===== config.mk =====
export PLATFORM = sky130hd
export DESIGN_NAME = ppc_core
export DESIGN_NICKNAME = d
export VERILOG_FILES = /design/src/inc/ppc_pkg.sv /design/src/verilog/ppc_core.sv
export SDC_FILE = /design/constraint.sdc
export NUM_CORES = 2
export LEC_CHECK = 0
export BUFFER_PORTS_ARGS = -buffer_cell sky130_fd_sc_hd__clkbuf_2
export CORE_UTILIZATION = 60
export DETAILED_ROUTE_END_ITERATION = 8
export PLACE_DENSITY = 0.8
export SLEW_MARGIN = 20
export SYNTH_ARGS = -nofsm -noshare
export SYNTH_HDL_FRONTEND = slang
export SYNTH_SLANG_ARGS = --single-unit

===== constraint.sdc =====
create_clock -name clk -period 6.7 [get_ports clk]
set_input_delay 1.34 -clock clk [delete_from_list [all_inputs] [get_ports clk]]
set_output_delay 1.34 -clock clk [all_outputs]
set_load 0.01 [all_outputs]

===== src/inc/ppc_pkg.sv =====
package ppc_pkg;
  // ----------------------------------------------------------------
  // object indices
  // ----------------------------------------------------------------
  localparam logic [15:0] PPC_IDX_CTRL = 16'h6040;
  localparam logic [15:0] PPC_IDX_MODE = 16'h6060;
  localparam logic [15:0] PPC_IDX_POS_UNIT = 16'h60A8;
  localparam logic [15:0] PPC_IDX_SPD_UNIT = 16'h60A9;
  localparam logic [15:0] PPC_IDX_SPD_FAC = 16'h6096;
  localparam logic [15:0] PPC_IDX_ACC_FAC = 16'h6097;
  localparam logic [15:0] PPC_IDX_JRK_FAC = 16'h60A2;
  localparam logic [15:0] PPC_IDX_VL_DIM = 16'h604C;
  localparam logic [15:0] PPC_IDX_SW_LIM = 16'h607D;
  localparam logic [15:0] PPC_IDX_TARGET = 16'h607A;
  localparam logic [15:0] PPC_IDX_POS_OPT = 16'h60F2;
  localparam logic [15:0] PPC_IDX_HALT_OPT = 16'h605D;
  localparam logic [7:0] PPC_SUB_NUM = 8'h01;
  localparam logic [7:0] PPC_SUB_DEN = 8'h02;
  // ----------------------------------------------------------------
  // field positions and reset values
  // ----------------------------------------------------------------
  localparam int PPC_TIME_LSB = 8;
  localparam int PPC_UNIT_LSB = 16;
  localparam int PPC_EXP_LSB = 24;
  localparam logic [31:0] PPC_POS_UNIT_RST = 32'hFF410000;
  localparam logic [31:0] PPC_SPD_UNIT_RST = 32'h00B44700;
  localparam logic [31:0] PPC_VL_UNIT = 32'h00B44700;
  localparam logic [31:0] PPC_FAC_RST = 32'h00000001;
  localparam logic [31:0] PPC_LIM_MIN_RST = 32'h80000000;
  localparam logic [31:0] PPC_LIM_MAX_RST = 32'h7FFFFFFF;
  // ----------------------------------------------------------------
  // controlword bits, modes, codes
  // ----------------------------------------------------------------
  localparam int PPC_CW_NEW = 4;
  localparam int PPC_CW_IMM = 5;
  localparam int PPC_CW_REL = 6;
  localparam int PPC_CW_HALT = 8;
  localparam int PPC_CW_CHG = 9;
  localparam logic [7:0] PPC_MODE_PP = 8'h01;
  localparam logic [7:0] PPC_MODE_VL = 8'h02;
  localparam logic [7:0] PPC_EXP_MIN = 8'hFA;
  localparam logic [7:0] PPC_EXP_MAX = 8'h06;
  localparam logic [7:0] PPC_U_M = 8'h01, PPC_U_IN = 8'hC1, PPC_U_FT = 8'hC2;
  localparam logic [7:0] PPC_U_GRD = 8'h40, PPC_U_RAD = 8'h10, PPC_U_DEG = 8'h41;
  localparam logic [7:0] PPC_U_AMIN = 8'h42, PPC_U_ASEC = 8'h43, PPC_U_REV = 8'hB4;
  localparam logic [7:0] PPC_U_INC = 8'hB5, PPC_U_STEP = 8'hAC, PPC_U_POLE = 8'hC0;
  localparam logic [7:0] PPC_U_NONE = 8'h00;
  localparam logic [7:0] PPC_T_S = 8'h03, PPC_T_MIN = 8'h47, PPC_T_H = 8'h48;
  localparam logic [7:0] PPC_T_D = 8'h49, PPC_T_A = 8'h4A;
  // ----------------------------------------------------------------
  // timing
  // ----------------------------------------------------------------
  localparam int PPC_CLK_HZ = 25_000_000;
  localparam int PPC_APP_US = 1000;
  localparam int PPC_VEL_US = 250;
  localparam int PPC_CUR_US = 50;
  localparam int PPC_APP_CYC = PPC_CLK_HZ / 1_000_000 * PPC_APP_US;
  localparam int PPC_VEL_CYC = PPC_CLK_HZ / 1_000_000 * PPC_VEL_US;
  localparam int PPC_CUR_CYC = PPC_CLK_HZ / 1_000_000 * PPC_CUR_US;
  // ----------------------------------------------------------------
  // types
  // ----------------------------------------------------------------
  typedef enum logic [0:0] {PPC_IDLE, PPC_MOVE} ppc_trv_e;
  typedef struct packed {
    logic wr; logic rd; logic [15:0] idx; logic [7:0] sub; logic [31:0] wdata;
  } ppc_od_req_s;
  typedef struct packed {
    logic ack; logic err; logic [31:0] rdata;
  } ppc_od_rsp_s;
  typedef struct packed {
    logic [7:0] pos_code; logic [7:0] pos_exp;
    logic [7:0] time_code; logic [7:0] spd_code; logic [7:0] spd_exp;
    logic [31:0] spd_num; logic [31:0] spd_den;
    logic [31:0] acc_num; logic [31:0] acc_den;
    logic [31:0] jrk_num; logic [31:0] jrk_den;
  } ppc_scale_s;
  typedef struct packed {
    logic valid; logic [31:0] target; logic imm; logic pass_thru;
    logic halt; logic [15:0] halt_opt;
  } ppc_sp_s;
endpackage : ppc_pkg


===== src/verilog/ppc_core.sv =====
`timescale 1ns/1ps
// Overview of operation
// - position unit: code 23:16, exponent 31:24
// - speed unit: time, position, exponent fields
// - speed scaled by numerator over denominator
// - acceleration factor numerator over denominator
// - jerk factor numerator over denominator
// - velocity mode fixed rpm, own factor
// - targets clamped to software limits
// - outside range: only moves toward range
// - inputs sampled once per application cycle
// - current, velocity, application cycle ticks
// - relative or absolute targets, limits respected
// - travel starts on bit 4 rise
// - mode entry with bit 4 high starts
// - bit 5 immediate, else queue after finish
// - bit 6 relative, option bits pick reference
// - bit 8 halts with halt option
// - bit 9 passes target without braking
// - bits 9,5 low: finish then next
// - exponents limited to minus six..six
// - position unit codes validated
// - time unit codes validated
// - unit changes applied only outside operation
module ppc_core #(
  parameter int APP_CYC = ppc_pkg::PPC_APP_CYC,
  parameter int VEL_CYC = ppc_pkg::PPC_VEL_CYC
) (
  input wire logic clk,
  input wire logic nrst,
  input wire ppc_pkg::ppc_od_req_s od_req,
  input wire logic op_enabled,
  input wire logic [31:0] pos_actual,
  input wire logic move_done,
  output ppc_pkg::ppc_od_rsp_s od_rsp,
  output ppc_pkg::ppc_scale_s scale,
  output ppc_pkg::ppc_sp_s sp,
  output logic cur_tick,
  output logic vel_tick,
  output logic app_tick,
  output logic busy,
  output logic reject
);
  import ppc_pkg::*;

  typedef struct packed {
    logic [15:0] ctrl; logic [7:0] mode;
    logic [31:0] pos_unit; logic [31:0] spd_unit;
    logic [31:0] spd_num; logic [31:0] spd_den;
    logic [31:0] acc_num; logic [31:0] acc_den;
    logic [31:0] jrk_num; logic [31:0] jrk_den;
    logic [31:0] vl_num; logic [31:0] vl_den;
    logic [31:0] lim_min; logic [31:0] lim_max;
    logic [31:0] target; logic [31:0] last_tgt;
    logic [15:0] pos_opt; logic [15:0] halt_opt;
    logic [15:0] cw_smp; logic [7:0] mode_smp;
    logic [31:0] app_cnt; logic [31:0] vel_cnt; logic [31:0] cur_cnt;
    logic app_tick; logic vel_tick; logic cur_tick;
    ppc_trv_e trv; logic busy; logic pend; logic pend_pass; logic [31:0] pend_tgt;
    ppc_sp_s sp; ppc_od_rsp_s rsp; ppc_scale_s scale; logic reject;
  } ppc_state_s;

  ppc_state_s q, d;
  logic ok;
  logic trig;
  logic bad;
  logic [31:0] rdv;
  logic [31:0] w;
  logic signed [31:0] base, raw, cl, pa, lmin, lmax;

  // ----------------------------------------------------------------
  // code checks
  // ----------------------------------------------------------------
  function automatic logic exp_ok(input logic [7:0] e);
    exp_ok = ($signed(e) >= $signed(PPC_EXP_MIN)) && ($signed(e) <= $signed(PPC_EXP_MAX));
  endfunction : exp_ok

  function automatic logic pos_ok(input logic [7:0] u);
    case (u)
      PPC_U_M, PPC_U_IN, PPC_U_FT, PPC_U_GRD, PPC_U_RAD, PPC_U_DEG,
      PPC_U_AMIN, PPC_U_ASEC, PPC_U_REV, PPC_U_INC, PPC_U_STEP,
      PPC_U_POLE, PPC_U_NONE: pos_ok = 1'b1;
      default: pos_ok = 1'b0;
    endcase
  endfunction : pos_ok

  function automatic logic time_ok(input logic [7:0] t);
    case (t)
      PPC_T_S, PPC_T_MIN, PPC_T_H, PPC_T_D, PPC_T_A: time_ok = 1'b1;
      default: time_ok = 1'b0;
    endcase
  endfunction : time_ok

  // ----------------------------------------------------------------
  // next state
  // ----------------------------------------------------------------
  always_comb begin
    d = q;
    d.rsp = '0;
    d.sp.valid = 1'b0;
    d.reject = 1'b0;
    ok = 1'b1;
    rdv = 32'h00000000;
    w = od_req.wdata;
    trig = 1'b0;
    // loop rate ticks
    d.cur_tick = (q.cur_cnt == 32'(PPC_CUR_CYC - 1));
    d.cur_cnt = d.cur_tick ? 32'h00000000 : q.cur_cnt + 32'h00000001;
    d.vel_tick = (q.vel_cnt == 32'(VEL_CYC - 1));
    d.vel_cnt = d.vel_tick ? 32'h00000000 : q.vel_cnt + 32'h00000001;
    d.app_tick = (q.app_cnt == 32'(APP_CYC - 1));
    d.app_cnt = d.app_tick ? 32'h00000000 : q.app_cnt + 32'h00000001;
    // object access
    case (od_req.idx)
      PPC_IDX_CTRL: begin
        rdv = {16'h0000, q.ctrl};
        if (od_req.wr) d.ctrl = w[15:0];
      end
      PPC_IDX_MODE: begin
        rdv = {24'h000000, q.mode};
        if (od_req.wr) d.mode = w[7:0];
      end
      PPC_IDX_POS_UNIT: begin
        rdv = q.pos_unit;
        ok = !od_req.wr || (exp_ok(w[PPC_EXP_LSB +: 8]) && pos_ok(w[PPC_UNIT_LSB +: 8]));
        if (od_req.wr && ok) d.pos_unit = {w[31:16], 16'h0000};
      end
      PPC_IDX_SPD_UNIT: begin
        rdv = q.spd_unit;
        ok = !od_req.wr || (exp_ok(w[PPC_EXP_LSB +: 8]) && pos_ok(w[PPC_UNIT_LSB +: 8])
             && time_ok(w[PPC_TIME_LSB +: 8]));
        if (od_req.wr && ok) d.spd_unit = {w[31:8], 8'h00};
      end
      PPC_IDX_SPD_FAC: begin
        rdv = (od_req.sub == PPC_SUB_NUM) ? q.spd_num : q.spd_den;
        ok = (od_req.sub == PPC_SUB_NUM) || (od_req.sub == PPC_SUB_DEN && (!od_req.wr || w != 0));
        if (od_req.wr && ok && od_req.sub == PPC_SUB_NUM) d.spd_num = w;
        if (od_req.wr && ok && od_req.sub == PPC_SUB_DEN) d.spd_den = w;
      end
      PPC_IDX_ACC_FAC: begin
        rdv = (od_req.sub == PPC_SUB_NUM) ? q.acc_num : q.acc_den;
        ok = (od_req.sub == PPC_SUB_NUM) || (od_req.sub == PPC_SUB_DEN && (!od_req.wr || w != 0));
        if (od_req.wr && ok && od_req.sub == PPC_SUB_NUM) d.acc_num = w;
        if (od_req.wr && ok && od_req.sub == PPC_SUB_DEN) d.acc_den = w;
      end
      PPC_IDX_JRK_FAC: begin
        rdv = (od_req.sub == PPC_SUB_NUM) ? q.jrk_num : q.jrk_den;
        ok = (od_req.sub == PPC_SUB_NUM) || (od_req.sub == PPC_SUB_DEN && (!od_req.wr || w != 0));
        if (od_req.wr && ok && od_req.sub == PPC_SUB_NUM) d.jrk_num = w;
        if (od_req.wr && ok && od_req.sub == PPC_SUB_DEN) d.jrk_den = w;
      end
      PPC_IDX_VL_DIM: begin
        rdv = (od_req.sub == PPC_SUB_NUM) ? q.vl_num : q.vl_den;
        ok = (od_req.sub == PPC_SUB_NUM) || (od_req.sub == PPC_SUB_DEN && (!od_req.wr || w != 0));
        if (od_req.wr && ok && od_req.sub == PPC_SUB_NUM) d.vl_num = w;
        if (od_req.wr && ok && od_req.sub == PPC_SUB_DEN) d.vl_den = w;
      end
      PPC_IDX_SW_LIM: begin
        rdv = (od_req.sub == PPC_SUB_NUM) ? q.lim_min : q.lim_max;
        ok = (od_req.sub == PPC_SUB_NUM) || (od_req.sub == PPC_SUB_DEN);
        if (od_req.wr && ok && od_req.sub == PPC_SUB_NUM) d.lim_min = w;
        if (od_req.wr && ok && od_req.sub == PPC_SUB_DEN) d.lim_max = w;
      end
      PPC_IDX_TARGET: begin
        rdv = q.target;
        if (od_req.wr) d.target = w;
      end
      PPC_IDX_POS_OPT: begin
        rdv = {16'h0000, q.pos_opt};
        if (od_req.wr) d.pos_opt = w[15:0];
      end
      PPC_IDX_HALT_OPT: begin
        rdv = {16'h0000, q.halt_opt};
        if (od_req.wr) d.halt_opt = w[15:0];
      end
      default: ok = 1'b0;
    endcase
    if (od_req.wr || od_req.rd) begin
      d.rsp.ack = 1'b1;
      d.rsp.err = !ok;
      d.rsp.rdata = ok ? rdv : 32'h00000000;
    end
    // applied scaling, frozen while operation is enabled
    if (!op_enabled) begin
      d.scale.pos_code = q.pos_unit[PPC_UNIT_LSB +: 8];
      d.scale.pos_exp = q.pos_unit[PPC_EXP_LSB +: 8];
      d.scale.acc_num = q.acc_num;
      d.scale.acc_den = q.acc_den;
      d.scale.jrk_num = q.jrk_num;
      d.scale.jrk_den = q.jrk_den;
      if (q.mode == PPC_MODE_VL) begin
        d.scale.time_code = PPC_VL_UNIT[PPC_TIME_LSB +: 8];
        d.scale.spd_code = PPC_VL_UNIT[PPC_UNIT_LSB +: 8];
        d.scale.spd_exp = PPC_VL_UNIT[PPC_EXP_LSB +: 8];
        d.scale.spd_num = q.vl_num;
        d.scale.spd_den = q.vl_den;
      end else begin
        d.scale.time_code = q.spd_unit[PPC_TIME_LSB +: 8];
        d.scale.spd_code = q.spd_unit[PPC_UNIT_LSB +: 8];
        d.scale.spd_exp = q.spd_unit[PPC_EXP_LSB +: 8];
        d.scale.spd_num = q.spd_num;
        d.scale.spd_den = q.spd_den;
      end
    end
    // target resolution: reference, clamp, direction check
    pa = $signed(pos_actual);
    lmin = $signed(q.lim_min);
    lmax = $signed(q.lim_max);
    base = (q.pos_opt[1:0] == 2'b00) ? $signed(q.last_tgt) : pa;
    raw = q.ctrl[PPC_CW_REL] ? base + $signed(q.target) : $signed(q.target);
    cl = (raw < lmin) ? lmin : ((raw > lmax) ? lmax : raw);
    bad = ((pa > lmax) && (raw >= pa)) || ((pa < lmin) && (raw <= pa));
    // application cycle sampling
    if (q.app_tick) begin
      d.cw_smp = q.ctrl;
      d.mode_smp = q.mode;
      trig = (q.mode == PPC_MODE_PP) && q.ctrl[PPC_CW_NEW]
             && (!q.cw_smp[PPC_CW_NEW] || q.mode_smp != PPC_MODE_PP);
      d.sp.halt = q.ctrl[PPC_CW_HALT] && (q.mode == PPC_MODE_PP);
      d.sp.halt_opt = q.halt_opt;
    end
    // travel sequencing
    case (q.trv)
      PPC_MOVE: begin
        if (move_done) begin
          if (q.pend) begin
            d.sp.valid = 1'b1;
            d.sp.target = q.pend_tgt;
            d.sp.imm = 1'b0;
            d.sp.pass_thru = q.pend_pass;
            d.last_tgt = q.pend_tgt;
            d.pend = 1'b0;
          end else begin
            d.trv = PPC_IDLE;
          end
        end
      end
      PPC_IDLE: d.trv = PPC_IDLE;
      default: d.trv = PPC_IDLE;
    endcase
    if (trig) begin
      if (bad) begin
        d.reject = 1'b1;
      end else if (q.ctrl[PPC_CW_IMM] || (d.trv == PPC_IDLE && !d.sp.valid)) begin
        d.sp.valid = 1'b1;
        d.sp.target = cl;
        d.sp.imm = q.ctrl[PPC_CW_IMM];
        d.sp.pass_thru = 1'b0;
        d.last_tgt = cl;
        d.pend = 1'b0;
        d.trv = PPC_MOVE;
      end else if (!d.pend) begin
        d.pend = 1'b1;
        d.pend_tgt = cl;
        d.pend_pass = q.ctrl[PPC_CW_CHG];
        d.sp.pass_thru = q.ctrl[PPC_CW_CHG] && !d.sp.valid;
      end else begin
        d.reject = 1'b1;
      end
    end
    d.busy = (d.trv == PPC_MOVE);
  end

  // ----------------------------------------------------------------
  // state register
  // ----------------------------------------------------------------
  always_ff @(posedge clk) begin
    if (!nrst) begin
      q <= '0;
      q.pos_unit <= PPC_POS_UNIT_RST;
      q.spd_unit <= PPC_SPD_UNIT_RST;
      q.spd_num <= PPC_FAC_RST;
      q.spd_den <= PPC_FAC_RST;
      q.acc_num <= PPC_FAC_RST;
      q.acc_den <= PPC_FAC_RST;
      q.jrk_num <= PPC_FAC_RST;
      q.jrk_den <= PPC_FAC_RST;
      q.vl_num <= PPC_FAC_RST;
      q.vl_den <= PPC_FAC_RST;
      q.lim_min <= PPC_LIM_MIN_RST;
      q.lim_max <= PPC_LIM_MAX_RST;
      q.trv <= PPC_IDLE;
      q.scale <= {PPC_POS_UNIT_RST[23:16], PPC_POS_UNIT_RST[31:24], PPC_SPD_UNIT_RST[15:8],
                  PPC_SPD_UNIT_RST[23:16], PPC_SPD_UNIT_RST[31:24], {6{PPC_FAC_RST}}};
    end else begin
      q <= d;
    end
  end

  // outputs straight from the state register
  assign od_rsp = q.rsp;
  assign scale = q.scale;
  assign sp = q.sp;
  assign cur_tick = q.cur_tick;
  assign vel_tick = q.vel_tick;
  assign app_tick = q.app_tick;
  assign busy = q.busy;
  assign reject = q.reject;
endmodule : ppc_core


[Word-level counts from Yosys, hierarchy flattened]
Index checks and enable logic that the tools add are counted.
Operators by class
  $add $sub $neg: 4
  multiplexer cells: 48
  $lt $le $gt $ge: 8
  reduce and logical (&&, ||, !) cells: 64
  bitwise gates (word level): 6
  equal/unequal tests: 37
Operator list (count)
  $mux 32: 16
  $pmux 32 s12: 1
  $eq 16x15->1 const B: 12
  $mux 69: 2
  $mux 35: 3
  $add 32x1->32 const B: 3
  $mux 88: 1
  $mux 34: 2
  $mux 33: 2
  $eq 8x7->1 const B: 8
  $gt 32x32->1: 2
  $lt 32x32->1: 2
  $eq 8x8->1 const B: 6
  $reduce_and 2->1: 19
  $add 32x32->32: 1
  $eq 32x11->1 const B: 1
  $eq 32x13->1 const B: 1
  $eq 32x15->1 const B: 1
  $ge 32x32->1: 1
  $le 32x32->1: 1
  $reduce_bool 32->1: 1
  $eq 8x1->1 const B: 3
  $eq 8x2->1 const B: 3
  $logic_and 1x1->1: 20
  18 further kinds: 55
Storage, ports and cells
  word-level logic and storage cells: 218
  output and inout port bits: 323
  input bits: 94
  register bits after elaboration: 946

[Longest topological paths before layout]
  word-level depth: 11
  gate-level depth with buffers: 25
  mapped depth without buffers: 21

[Least setup slack after synthesis]
No wires, ideal clock.
  path kind: input-to-reg
  from: input port pos_actual[1]
  to: register q[535] in the netlist's numbering
  data required time: 6.563 ns
  data arrival time: 5.857 ns
  setup time: 0.137 ns
  cell stages on the path: 19
  buffers on the path: 1
  slack: 0.706 ns
  cells stage by stage: inv_1 o21ai_0 ha_1 a211oi_1 o21ai_0 a31oi_1 nand2_1 nand3_1 or3b_2 ha_1 nand4_1 or4_1 nor3_1 or4_1 clkbuf_1 a211oi_1 a221o_1 o31ai_1 a31oi_1
On the way
  cells in the longest elaborated chain, start to end: 9
  elaborated cells on any way between the ends: 17
  those cells by class: add/sub: 1; order compare: 6; mux: 7; reduce/logical: 3
Ends and longest elaborated chain
  start, declared: line ppc_core.sv:33  | input wire logic [31:0] pos_actual,
  $mux 32: line ppc_core.sv:209  | base = (q.pos_opt[1:0] == 2'b00) ? $signed(q.last_tgt) : pa;
  $add 32x32->32: line ppc_core.sv:210  | raw = q.ctrl[PPC_CW_REL] ? base + $signed(q.target) : $signed(q.target);
  $mux 32: line ppc_core.sv:210
  $gt 32x32->1: line ppc_core.sv:211  | cl = (raw < lmin) ? lmin : ((raw > lmax) ? lmax : raw);
  $mux 32 (2 in a row): line ppc_core.sv:211
  $mux 32: line ppc_core.sv:244  | end else if (q.ctrl[PPC_CW_IMM] || (d.trv == PPC_IDLE && !d.sp.valid)) begin
  $mux 32 (*): line ppc_core.sv:242  | if (bad) begin
  $mux 32 (*): line ppc_core.sv:241  | if (trig) begin
  end, declared: line ppc_core.sv:63  | ppc_state_s q, d;
Every way passes the cells marked *; elsewhere a longest branch is shown, timed or not.
A chain may end at the register's enable or synchronous reset.

[Worst setup path in the final report]
  from: register q[495] in the netlist's numbering
  to: register q[528] in the netlist's numbering
On the way
  cells in the longest elaborated chain, start to end: 10
  elaborated cells on any way between the ends: 16
  those cells by class: add/sub: 1; order compare: 4; mux: 7; reduce/logical: 4
Ends and longest elaborated chain (line)
  $logic_not 2->1 (*): ppc_core.sv:209
  $mux 32 (*): ppc_core.sv:209
  $add 32x32->32 (*): ppc_core.sv:210
  $mux 32 (*): ppc_core.sv:210
  $gt 32x32->1: ppc_core.sv:211
  $mux 32 (2 in a row): ppc_core.sv:211
  $mux 32: ppc_core.sv:244
  $mux 32 (*): ppc_core.sv:242
  $mux 32 (*): ppc_core.sv:241
Marked as above.

==> metrics <==
outcome finished clean; Die H 283 um; Mapped Area 47,300 um^2; Crit Path Category reg2reg; CP arrival 6.92 ns; final hold slack 0.455 ns; slowest CP cell fa_1; CP Max Fanout 16; ys flop type dfxtp_1; top cells by area, synth dfxtp_1, nand2_1, a21oi_1; design area 52,500 um^2; Routability Congestion 0.989; Final period util 95.2%; clk root buf clkbuf_16; Syn Area/Cell 7.95 um^2; 1st-iter DRT viols 5,471; count leader, synth nand2_1; Hold Violations, Final 0; synthesized instance count 5,946; slowest stage delay, CP 0.40 ns; first-pass GRT wire length 242 mm; Top delay family on crit path compound AO/OA/AOI/OAI gates; post-synthesis sequential area ratio 39.9%; leading area contributor after synthesis dfxtp_1; final core occ 67.5%; vias in the first global route 41.2k; Startpoint Class register; initial antenna violation count 6; total CTS buffers 96; Yosys Warn Count 0; Yosys cell types 92; Placement Cell Area 49,100 um^2; H-tree levels 3; DRT Wirelength 162 mm; standard-cell row count 102; total negative slack 0 ns; Die Wd 283 um; core area 77,700 um^2; Commonest cells post-synth nand2_1, dfxtp_1, a21oi_1; total track usage 39.3%; share of cells above drive strength 1 16.0%; 1st-pass router iterations 9; CTS tree done; Post-Route Skew 0.0344 ns; Via density 6.23; Async SR Flop Fraction 0%; Avg WL per Cell 22.8 um; Die Footprint 79,900 um^2; largest net degree at the start of global routing 232; Design Power 11.7 mW; Clk pin slew, worst setup/hold paths 0.07 ns; P per Cell Area 223 nW/um^2; synthesized flop and latch total 942; clock buffer depth 3; Worst EP required 7.24 ns; nets@finish 6,305; Max Cap Viol 0; HPWL after DPL 114 mm; ANT nets after route 0; Num Clock Sinks 942; Peak VDD IR 0.201 mV; Slew @ Worst Pin 1.21 ns; RSZ-0062 raised after global routing false; crit-path most repeated cell buf_4; Max Slew Vio Count 0; DRC 0; final setup fails 0; IO Port Bufs 416; EDFF count, synth 0; Clk Latency, worst-skew pair 0.69 ns; # IOs 417; HP Class reg2reg; Synth Net Count 6,235; Setup crit end kind register; crit path time final 6.38 ns; worst path buffer plus inverter count 5; starting density of the core 60.8%; Relative slew margins 19.4%; P&R area growth vs syn 11.0%; area share of the leading cell type in the synthesized netlist 39.9%; R2R Setup Slk 0.32 ns; total congestion overflow 0; total number of vias 44.4k; leak pwr 20.8 nW; Max Clock Freq 157 MHz
[per-stage QoR]
step           worst slack [ns]  cells
2_1_floorplan             0.706   5946
3_3_place_gp             -0.285   6956
3_5_place_dp             -0.384   6956
4_1_cts                   0.122   7131
5_1_grt                 0.00404   7133
6_report                  0.324   7136
[state kept, by name (all words and copies together) (netlist names)]
signal	flops
q	555
scale	232
sp	52
od_rsp	34
lmax	32
lmin	32
app_tick	1
busy	1
cur_tick	1
reject	1
vel_tick	1
[metal layers]
layer	share of wire (%)	global-route usage, %
met3	12	9.37
met2	44	61.5
met5	0.028	0
met1	37	49.2
met4	6.8	23.4
[where the power goes]
part	total (mW)	leakage, nW	switching (mW)	internal, mW
logic	0.435	11.6	0.316	0.120
registers	5.61	7.59	0.00566	5.60
clock network	5.66	1.64	2.36	3.30
total	11.7	20.8	2.68	9.02
[cells in the final DEF, fill, tap and decap left out, types with 44 or more instances in the layout]
cell type,count
a31oi_1,63
a21oi_1,720
nor3_1,46
nor2_1,464
a221oi_1,44
mux2i_1,265
xor2_1,51
nand4_1,90
inv_1,121
xnor2_1,44
ha_1,194
nand3_1,114
clkbuf_16,97
nand2_1,1351
clkbuf_2,414
o21ai_0,97
o211ai_1,50
dfxtp_1,941
buf_4,275
[logic make-up after synthesis]
logic type / Yosys count / share of synthesized area (%)
XOR/XNOR: 95 / 1.76
buffers and inverters: 856 / 9.47
AND/OR/NAND/NOR: 2291 / 20.5
multiplexers: 312 / 7.28
adder cells (fa/ha/maj): 195 / 5.18
flip-flops: 942 / 39.9
AO/OA/AOI/OAI: 1255 / 15.9
[worst paths after layout]
check,start,endpoint,depth (start not counted)
min,q[346],q[346],2
max reg2reg,q[495],q[528],26
max,q[495],q[528],26
min reg2reg,q[346],q[346],2
[tightest hold or removal path, cell delays in order (launching register included)]
cell,delay (ns)
dfxtp_1,0.31
nand2_1,0.05
a21oi_1,0.05
[what timing repair did]
action,CTS,global route
hold buffers,0,0
resized for setup,0,11
setup buffers,0,2
setup endpoints to repair,0,99
[layout make-up]
cell class,instances,area (um^2)
Sequential cell,942,18900
Fill cell,6413,25200
Tap cell,1040,1300
Clock inverter,39,549
Inverter,123,469
Multi-Input combinational cell,4148,24100
Timing Repair Buffer,705,4450
Clock buffer,136,2780
Antenna cell,3,7.51
(Power assumes the default switching activity.)
